File: src/design/bsr_pkg.sv
// Shared constants and carrier types for the serial boot flash read engine
package bsr_pkg;
	// Accepted first matching byte values
	localparam logic [7:0] BSR_MATCH1_A = 8'h86;
	localparam logic [7:0] BSR_MATCH1_B = 8'h30;
	// Accepted second matching byte values
	localparam logic [7:0] BSR_MATCH2_A = 8'h79;
	localparam logic [7:0] BSR_MATCH2_B = 8'hCF;
	// Read operation code
	localparam logic [7:0] BSR_OP_READ = 8'h40;
	// Error bytes, each sent three times before lock-up
	localparam logic [7:0] BSR_ERR_COMM = 8'hA1;
	localparam logic [7:0] BSR_ERR_CMD = 8'h63;
	// Repeat count of an error byte
	localparam logic [1:0] BSR_ERR_REPEAT = 2'h3;
	// Count value that is never legal
	localparam logic [23:0] BSR_CNT_ZERO = 24'h000000;
	// Bytes in one address pair or address plus count field
	localparam logic [2:0] BSR_FIELD_BYTES = 3'h6;
	// Default internal memory size in bytes (plain default)
	localparam logic [23:0] BSR_MEM_BYTES_DEF = 24'h010000;
	// Reset values
	localparam logic [15:0] BSR_SUM_RST = 16'h0000;
	localparam logic [23:0] BSR_ADDR_RST = 24'h000000;

	// Engine states
	typedef enum logic [4:0] {
		BSR_MATCH1, BSR_ECHO1, BSR_MATCH2, BSR_ECHO2, BSR_WAIT_OP, BSR_ECHO_OP,
		BSR_ERR_TX, BSR_PW_ADDR, BSR_PW_CNT_RD, BSR_PW_STR_RX, BSR_PW_CMP_RD,
		BSR_RD_FIELD, BSR_STREAM, BSR_CK_HI, BSR_CK_LO, BSR_LOCKED
	} bsr_state_e;

	// Received byte from the serial receiver
	typedef struct packed {
		logic valid;
		logic err;
		logic [7:0] data;
	} bsr_rx_s;

	// Byte offered to the serial transmitter
	typedef struct packed {
		logic valid;
		logic [7:0] data;
	} bsr_tx_s;

	// Whole engine state
	typedef struct packed {
		bsr_state_e st;
		logic [2:0] idx;
		logic [47:0] fld;
		logic [23:0] cmp_addr;
		logic [7:0] pw_len;
		logic [7:0] hold;
		logic [23:0] addr;
		logic [23:0] remain;
		logic [15:0] sum;
		logic [1:0] err_n;
		logic mem_req;
		logic [7:0] buf0;
		logic [7:0] buf1;
		logic [1:0] cnt;
		logic tx_valid;
		logic locked;
	} bsr_regs_s;
endpackage : bsr_pkg

File: src/design/bsr_engine.sv
// Byte engine for the serial boot flash read command
//
// Overview of operation
// - First matching byte echoed, silent on failure
// - Second matching byte echoed, silent on failure
// - Read operation code echoed when accepted
// - Rejected code: error byte thrice, then idle
// - Erased vector region skips password check
// - Bad password address locks device idle
// - Security enabled refuses read, goes idle
// - Receive error in password phase: idle
// - Zero or oversize count locks device idle
// - Stream memory bytes, then checksum high, low
// - After checksum, wait for next operation code
`timescale 1ns/10ps
module bsr_engine
	import bsr_pkg::*;
#(
	parameter logic [23:0] MEM_BYTES = BSR_MEM_BYTES_DEF
) (
	input wire logic clk,
	input wire logic rst,
	input wire bsr_rx_s rx,
	output bsr_tx_s tx,
	input wire logic tx_ready,
	output logic mem_req,
	output logic [23:0] mem_addr,
	input wire logic mem_ack,
	input wire logic [7:0] mem_rdata,
	input wire logic vectors_blank,
	input wire logic security_on,
	output logic locked
);

	// Current and next engine state
	bsr_regs_s r_reg;
	bsr_regs_s r_next;
	// Byte handed to the output buffer this cycle
	logic push_en;
	logic [7:0] push_byte;
	// Buffer has a free entry after this cycle's pop
	logic room;
	// Fields as they stand after this cycle's shift; built from the
	// registered copy so the next-state logic never loops back on itself
	logic [23:0] fld_hi;
	logic [23:0] fld_lo;

	assign fld_hi = r_reg.fld[39:16];
	assign fld_lo = {r_reg.fld[15:0], rx.data};

	// Outputs straight from flops
	assign tx = '{valid: r_reg.tx_valid, data: r_reg.buf0};
	assign mem_req = r_reg.mem_req;
	assign mem_addr = r_reg.addr;
	assign locked = r_reg.locked;

	// Next-state logic: buffer pop, protocol step, buffer push
	always_comb begin
		r_next = r_reg;
		push_en = 1'b0;
		push_byte = 8'h00;
		// Pop first so a slot freed by this cycle's pop can take a push in the same cycle
		if (r_reg.tx_valid && tx_ready) begin
			r_next.buf0 = r_reg.buf1;
			r_next.cnt = r_reg.cnt - 2'h1;
		end
		room = (r_next.cnt != 2'h2);

		unique case (r_reg.st)
			// First matching byte, baud already tuned by the receiver
			BSR_MATCH1: begin
				if (rx.valid && !rx.err &&
					(rx.data == BSR_MATCH1_A || rx.data == BSR_MATCH1_B)) begin
					r_next.hold = rx.data;
					r_next.st = BSR_ECHO1;
				end
			end
			// Echo waits for buffer space
			BSR_ECHO1: begin
				if (room) begin
					push_en = 1'b1;
					push_byte = r_reg.hold;
					r_next.st = BSR_MATCH2;
				end
			end
			// Second matching byte; a bad one is dropped silently
			BSR_MATCH2: begin
				if (rx.valid && !rx.err &&
					(rx.data == BSR_MATCH2_A || rx.data == BSR_MATCH2_B)) begin
					r_next.hold = rx.data;
					r_next.st = BSR_ECHO2;
				end
			end
			BSR_ECHO2: begin
				if (room) begin
					push_en = 1'b1;
					push_byte = r_reg.hold;
					r_next.st = BSR_WAIT_OP;
				end
			end
			// Operation code
			BSR_WAIT_OP: begin
				if (rx.valid) begin
					r_next.err_n = BSR_ERR_REPEAT;
					if (rx.err) begin
						// receive fault answered with error byte
						r_next.hold = BSR_ERR_COMM;
						r_next.st = BSR_ERR_TX;
					end else if (rx.data == BSR_OP_READ) begin
						r_next.st = BSR_ECHO_OP;
					end else begin
						r_next.hold = BSR_ERR_CMD;
						r_next.st = BSR_ERR_TX;
					end
				end
			end
			BSR_ECHO_OP: begin
				if (room) begin
					push_en = 1'b1;
					push_byte = BSR_OP_READ;
					r_next.idx = 3'h0;
					r_next.st = BSR_PW_ADDR;
				end
			end
			// Error byte three times, then lock
			BSR_ERR_TX: begin
				if (room) begin
					push_en = 1'b1;
					push_byte = r_reg.hold;
					r_next.err_n = r_reg.err_n - 2'h1;
					if (r_reg.err_n == 2'h1) begin
						r_next.st = BSR_LOCKED;
					end
				end
			end
			// Count address then compare address, high byte first
			BSR_PW_ADDR: begin
				if (rx.valid) begin
					if (rx.err) begin
						r_next.st = BSR_LOCKED;
					end else begin
						r_next.fld = {r_reg.fld[39:0], rx.data};
						r_next.idx = r_reg.idx + 3'h1;
						if (r_reg.idx == BSR_FIELD_BYTES - 3'h1) begin
							// address outside memory is a password error
							if (fld_hi >= MEM_BYTES || fld_lo >= MEM_BYTES) begin
								r_next.st = BSR_LOCKED;
							end else if (vectors_blank) begin
								r_next.idx = 3'h0;
								r_next.st = security_on ? BSR_LOCKED : BSR_RD_FIELD;
							end else begin
								// fetch string length at count address
								r_next.cmp_addr = fld_lo;
								r_next.addr = fld_hi;
								r_next.mem_req = 1'b1;
								r_next.st = BSR_PW_CNT_RD;
							end
						end
					end
				end
			end
			// Length of the password string from memory
			BSR_PW_CNT_RD: begin
				// Input bytes here are ignored; host waits on the read
				if (mem_ack) begin
					r_next.mem_req = 1'b0;
					r_next.pw_len = mem_rdata;
					// empty length treated as bad count address
					r_next.st = (mem_rdata == 8'h00) ? BSR_LOCKED : BSR_PW_STR_RX;
				end
			end
			// One password byte, then compare against memory
			BSR_PW_STR_RX: begin
				if (rx.valid) begin
					if (rx.err) begin
						r_next.st = BSR_LOCKED;
					end else begin
						r_next.hold = rx.data;
						r_next.addr = r_reg.cmp_addr;
						r_next.mem_req = 1'b1;
						r_next.st = BSR_PW_CMP_RD;
					end
				end
			end
			BSR_PW_CMP_RD: begin
				if (mem_ack) begin
					r_next.mem_req = 1'b0;
					r_next.cmp_addr = r_reg.cmp_addr + 24'h000001;
					r_next.pw_len = r_reg.pw_len - 8'h01;
					if (mem_rdata != r_reg.hold) begin
						r_next.st = BSR_LOCKED;
					end else if (r_reg.pw_len == 8'h01) begin
						r_next.idx = 3'h0;
						r_next.st = security_on ? BSR_LOCKED : BSR_RD_FIELD;
					end else begin
						r_next.st = BSR_PW_STR_RX;
					end
				end
			end
			// Start address then byte count, high byte first
			BSR_RD_FIELD: begin
				if (rx.valid) begin
					// A fault here has no answer; lock silently
					if (rx.err) begin
						r_next.st = BSR_LOCKED;
					end else begin
						r_next.fld = {r_reg.fld[39:0], rx.data};
						r_next.idx = r_reg.idx + 3'h1;
						if (r_reg.idx == BSR_FIELD_BYTES - 3'h1) begin
							if (fld_lo == BSR_CNT_ZERO || fld_lo > MEM_BYTES) begin
								r_next.st = BSR_LOCKED;
							end else begin
								r_next.addr = fld_hi;
								r_next.remain = fld_lo;
								r_next.sum = BSR_SUM_RST;
								r_next.st = BSR_STREAM;
							end
						end
					end
				end
			end
			// Memory bytes, one read in flight at most
			BSR_STREAM: begin
				if (r_reg.mem_req) begin
					if (mem_ack) begin
						// forward byte; room was checked at request
						push_en = 1'b1;
						push_byte = mem_rdata;
						r_next.sum = r_reg.sum + {8'h00, mem_rdata};
						r_next.mem_req = 1'b0;
						r_next.addr = r_reg.addr + 24'h000001;
						r_next.remain = r_reg.remain - 24'h000001;
					end
				end else if (r_reg.remain == BSR_ADDR_RST) begin
					r_next.st = BSR_CK_HI;
				end else if (room) begin
					r_next.mem_req = 1'b1;
				end
			end
			BSR_CK_HI: begin
				if (room) begin
					push_en = 1'b1;
					push_byte = r_reg.sum[15:8];
					r_next.st = BSR_CK_LO;
				end
			end
			BSR_CK_LO: begin
				// low byte, then back to the command wait
				if (room) begin
					push_en = 1'b1;
					push_byte = r_reg.sum[7:0];
					r_next.st = BSR_WAIT_OP;
				end
			end
			// Lock-up; only the reset pin leaves it
			BSR_LOCKED: begin
				r_next.mem_req = 1'b0;
			end
		endcase

		// Write into the first free entry
		if (push_en) begin
			if (r_next.cnt == 2'h0) begin
				r_next.buf0 = push_byte;
			end else begin
				r_next.buf1 = push_byte;
			end
			r_next.cnt = r_next.cnt + 2'h1;
		end
		r_next.tx_valid = (r_next.cnt != 2'h0);
		r_next.locked = (r_next.st == BSR_LOCKED);
	end

	// State register
	always_ff @(posedge clk or posedge rst) begin
		if (rst) begin
			r_reg <= '{st: BSR_MATCH1, idx: 3'h0, fld: 48'h000000000000,
				cmp_addr: BSR_ADDR_RST, pw_len: 8'h00, hold: 8'h00,
				addr: BSR_ADDR_RST, remain: BSR_ADDR_RST, sum: BSR_SUM_RST,
				err_n: 2'h0, mem_req: 1'b0, buf0: 8'h00, buf1: 8'h00,
				cnt: 2'h0, tx_valid: 1'b0, locked: 1'b0};
		end else begin
			r_reg <= r_next;
		end
	end

endmodule : bsr_engine

File: config.mk
export PLATFORM = sky130hd
export DESIGN_NAME = bsr_engine
export DESIGN_NICKNAME = d
export VERILOG_FILES = /design/src/design/bsr_pkg.sv /design/src/design/bsr_engine.sv
export SDC_FILE = /design/constraint.sdc
export NUM_CORES = 1
export LEC_CHECK = 0
export ABC_AREA = 1
export ABC_CLOCK_PERIOD_IN_PS = 5600
export BUFFER_PORTS_ARGS = -buffer_cell sky130_fd_sc_hd__buf_2
export CAP_MARGIN = 40
export CORE_ASPECT_RATIO = 1.5
export CORE_MARGIN = 4
export CORE_UTILIZATION = 37
export DETAILED_ROUTE_END_ITERATION = 12
export GPL_TIMING_DRIVEN = 0
export SLEW_MARGIN = 20
export SYNTH_ARGS = -nofsm -noshare
export SYNTH_HDL_FRONTEND = slang
export SYNTH_SLANG_ARGS = --single-unit
File: constraint.sdc
create_clock -name clk -period 5.6 [get_ports clk]
set_input_delay 0.56 -clock clk [delete_from_list [all_inputs] [get_ports clk]]
set_output_delay 0.56 -clock clk [all_outputs]
set_load 0.02 [all_outputs]
==> impl_metrics.py <==
metrics = {
    "outcome": {
        "status": "finished, final reports clean",
    },
    "route": {
        "detail-route-antenna-nets": 0,
        "vias": 11200,
        "wl_per_cell_um": 18.0,
        "via_per_inst": 5.33,
        "route.detailed.drc": 0,
        "drtPass1Iterations": 7,
        "wl_um": 37900,
        "drt_iter0_drc": 817,
    },
    "clock_network": {
        "cts.sinks": 175,
        "cts.clk_slew.worst_paths_ns": 0.07,
        "post_cts_buffers": 0,
        "tritoncts": "built",
        "cts_resized": 0,
        "cts_made_buffers": 17,
        "root_buffer": "clkbuf_16",
        "max-clock-path-buffers": 2,
        "htreeDepth": 4,
        "hold_buffers": 0,
        "clkLatencyLatePin_ns": 0.47,
    },
    "power": {
        "combPwrFrac": 0.465,
        "ir_drop_uv": 243,
        "switching_power_mw": 3.13,
        "powerDensity_mw_per_mm2": 515,
        "p_int_mw": 3.53,
        "power.clock.fraction": 0.179,
        "switching_share": 0.470,
        "p_leak_nw": 6.14,
        "power.total_mw": 6.66,
        "p_seq_frac": 0.355,
    },
    "yosys": {
        "async_flop_share": 1.00,
        "synth_seq_cells": 175,
        "synth_area_mm2": 0.0115,
        "synth_area_per_cell_um2": 7.16,
        "syn-num-nets": 1651,
        "synth_mux_area_frac": 0.00652,
        "synth-simple-area-share": 0.278,
        "synth_edf_count": 0,
        "yosysWarnings": 0,
        "synth_xor_area_frac": 0.0319,
        "synth_adder_area_share": 0.0213,
        "synth_top_family_by_area": "simple AND/OR/NAND/NOR gates",
        "synthDistinctLibCells": 56,
        "synth_compound_area_frac": 0.168,
        "synthCells": 1608,
        "synthFlopType": "dfrtp_1",
        "synth_seq_area_share": 0.380,
    },
    "sta": {
        "setup-tns-final_ns": 0,
        "worst_pin_slew_ns": 0.887,
        "final-setup-viol-count": 0,
        "rsz0062_at_grt": "false",
        "finalMaxSlewViolations": 0,
        "finalWorstSetupSlack_ns": 2.82,
        "fmax_mhz": 359,
        "fin_skew_ns": 0.0121,
        "period_minus_slack_ns": 2.78,
        "slew-limit-headroom": 0.409,
        "hold_violations": 0,
        "final.period_utilization": 0.497,
    },
    "floorplan": {
        "row_count": 78,
        "start_util": 0.378,
        "die_y_um": 224,
        "die_area_mm2": 0.0341,
        "die_w_um": 152,
        "ios": 59,
        "core-area_mm2": 0.0304,
    },
    "place": {
        "portBuffers": 57,
        "place_congestion": 0.953,
        "dp_hpwl_um": 29200,
        "placed_cell_area_mm2": 0.0123,
        "dp_slack_ns": 2.66,
    },
    "finish": {
        "final_nets": 1729,
        "final_util": 0.424,
        "area_growth_pct": 12.1,
        "n_antenna_cell": 0,
        "drive_above_1_share": 0.130,
        "nFillCells": 3211,
        "largest_reg_flops": 100,
        "multi_input_comb_area_mm2": 0.00583,
        "finalInstanceArea_mm2": 0.0129,
        "regArea_mm2": 0.00438,
    },
    "grt": {
        "grt_max_degree": 94,
        "grt_pass1_vias": 11000,
        "grt-ovfl-total": 0,
        "antenna_found_initial": 2,
        "grt_pass1_wl_um": 59900,
        "gr-usage-all-layers": 0.222,
    },
    "worst_setup_path": {
        "cp_cell_sequence": "nand2_1 > or2_2 > xor2_1 > inv_1 > ha_1 > inv_1 > clkbuf_1 > o21ai_0 > o21ai_0 > nor2_1 > a31oi_1",
        "critical_path_class": "reg -> reg",
        "endpoint_kind": "flop",
        "cpMaxStageDelayCell": "dfrtp_1",
        "startpoint_type": "flop",
        "crit_required_ns": 5.97,
        "rrSetupSlack_ns": 2.82,
        "cp_slowest_stage_delay_ns": 0.46,
        "cp_max_fo": 10,
        "arrival_ns": 3.16,
    },
    "hold_path": {
        "hp-class": "in -> async",
    },
    "run": {
        "drv_cap": 0,
    },
}
==> per-layer routing <==
layer	routed length, um	share of wire	vias to the layer above	track usage
met1	14400	0.38	5305	0.242
li1	-	-	5446	-
met4	2240	0.059	4	0.127
met3	1520	0.040	110	0.0356
met2	19700	0.52	330	0.407
met5	22	0.00058	-	0
==> cells by family (layout without fill, tap and decap cells) <==
group           after synthesis  after routing
simple gates                728            728
compound gates              349            349
buf+inv                     289            380
flops                       175            175
xor+xnor                     42             42
fa+ha+maj                    19             19
mux                           6              6
==> layout by cell type (no fill, tap or decap), drive strengths merged, types with 11 or more instances in the layout <==
cell type / netlist / layout
dfrtp: 175 / 175
inv: 201 / 212
nand3: 100 / 100
xnor2: 11 / 11
o21ai: 210 / 210
nor2: 164 / 164
ha: 18 / 18
nand2: 375 / 375
nor3: 32 / 32
nand4: 32 / 32
o22ai: 24 / 24
xor2: 31 / 31
clkbuf: 20 / 37
buf: 66 / 125
a21oi: 61 / 61
==> Yosys cell counts (27+ instances only) <==
| cell | count | area (um2) |
|---|---|---|
| a21oi_1 | 61 | 305 |
| inv_1 | 186 | 698 |
| nor3_1 | 27 | 135 |
| nand2_1 | 370 | 1390 |
| o21ai_1 | 33 | 165 |
| nand4_1 | 32 | 200 |
| buf_4 | 42 | 315 |
| o21ai_0 | 174 | 871 |
| nand3_1 | 95 | 475 |
| dfrtp_1 | 175 | 4380 |
| nor2_1 | 151 | 567 |
| xor2_1 | 31 | 272 |
==> metrics by stage <==
step,instances,hold slack (ns)
5_1_grt,2099,0.277
3_3_place_gp,2065,0.458
6_report,2099,0.209
3_5_place_dp,2066,0.464
2_1_floorplan,1608,0.449
4_1_cts,2098,0.248
==> layout make-up <==
class                           count  share of cell area
Inverter                          203              0.0599
Buffer                             86              0.0420
Sequential cell                   175               0.339
Multi-Input combinational cell   1144               0.451
Clock inverter                     15              0.0109
Timing Repair Buffer               59              0.0251
Tap cell                          400              0.0388
Clock buffer                       17              0.0329
==> power by group through the flow <==
stage / logic (mW) / registers [mW] / clock network (mW)
after global placement: 3.04 / 2.36 / 0
final: 3.10 / 2.36 / 1.19
after CTS: 3.10 / 2.35 / 1.22
after detailed placement: 3.09 / 2.37 / 0
after global routing: 3.50 / 2.44 / 1.27
after floorplan: 2.31 / 2.19 / 0
==> final timing paths <==
kind,start,endpoint,cells past startpoint
worst max-delay path,tx[8],tx[7],11
min in group clk,tx_ready,tx[4],3
worst max register to register,tx[8],tx[7],11
worst min-delay path,rst,fld_hi[14],2
max in group asynchronous,rst,r_reg[179],3
worst min register to register,fld_hi[2],fld_hi[10],2
==> critical path, delay by kind of cell (launching register included) <==
kind / cells / cell delay [ns]
DFF: 1 / 0.46
buffers and inverters: 3 / 0.70
and+or+nand+nor: 3 / 0.49
xor gates and xnor gates: 1 / 0.19
adders and majority gates: 1 / 0.23
AOI/OAI and AO/OA: 3 / 0.63
No activity file was read; power rests on OpenSTA's default activity.
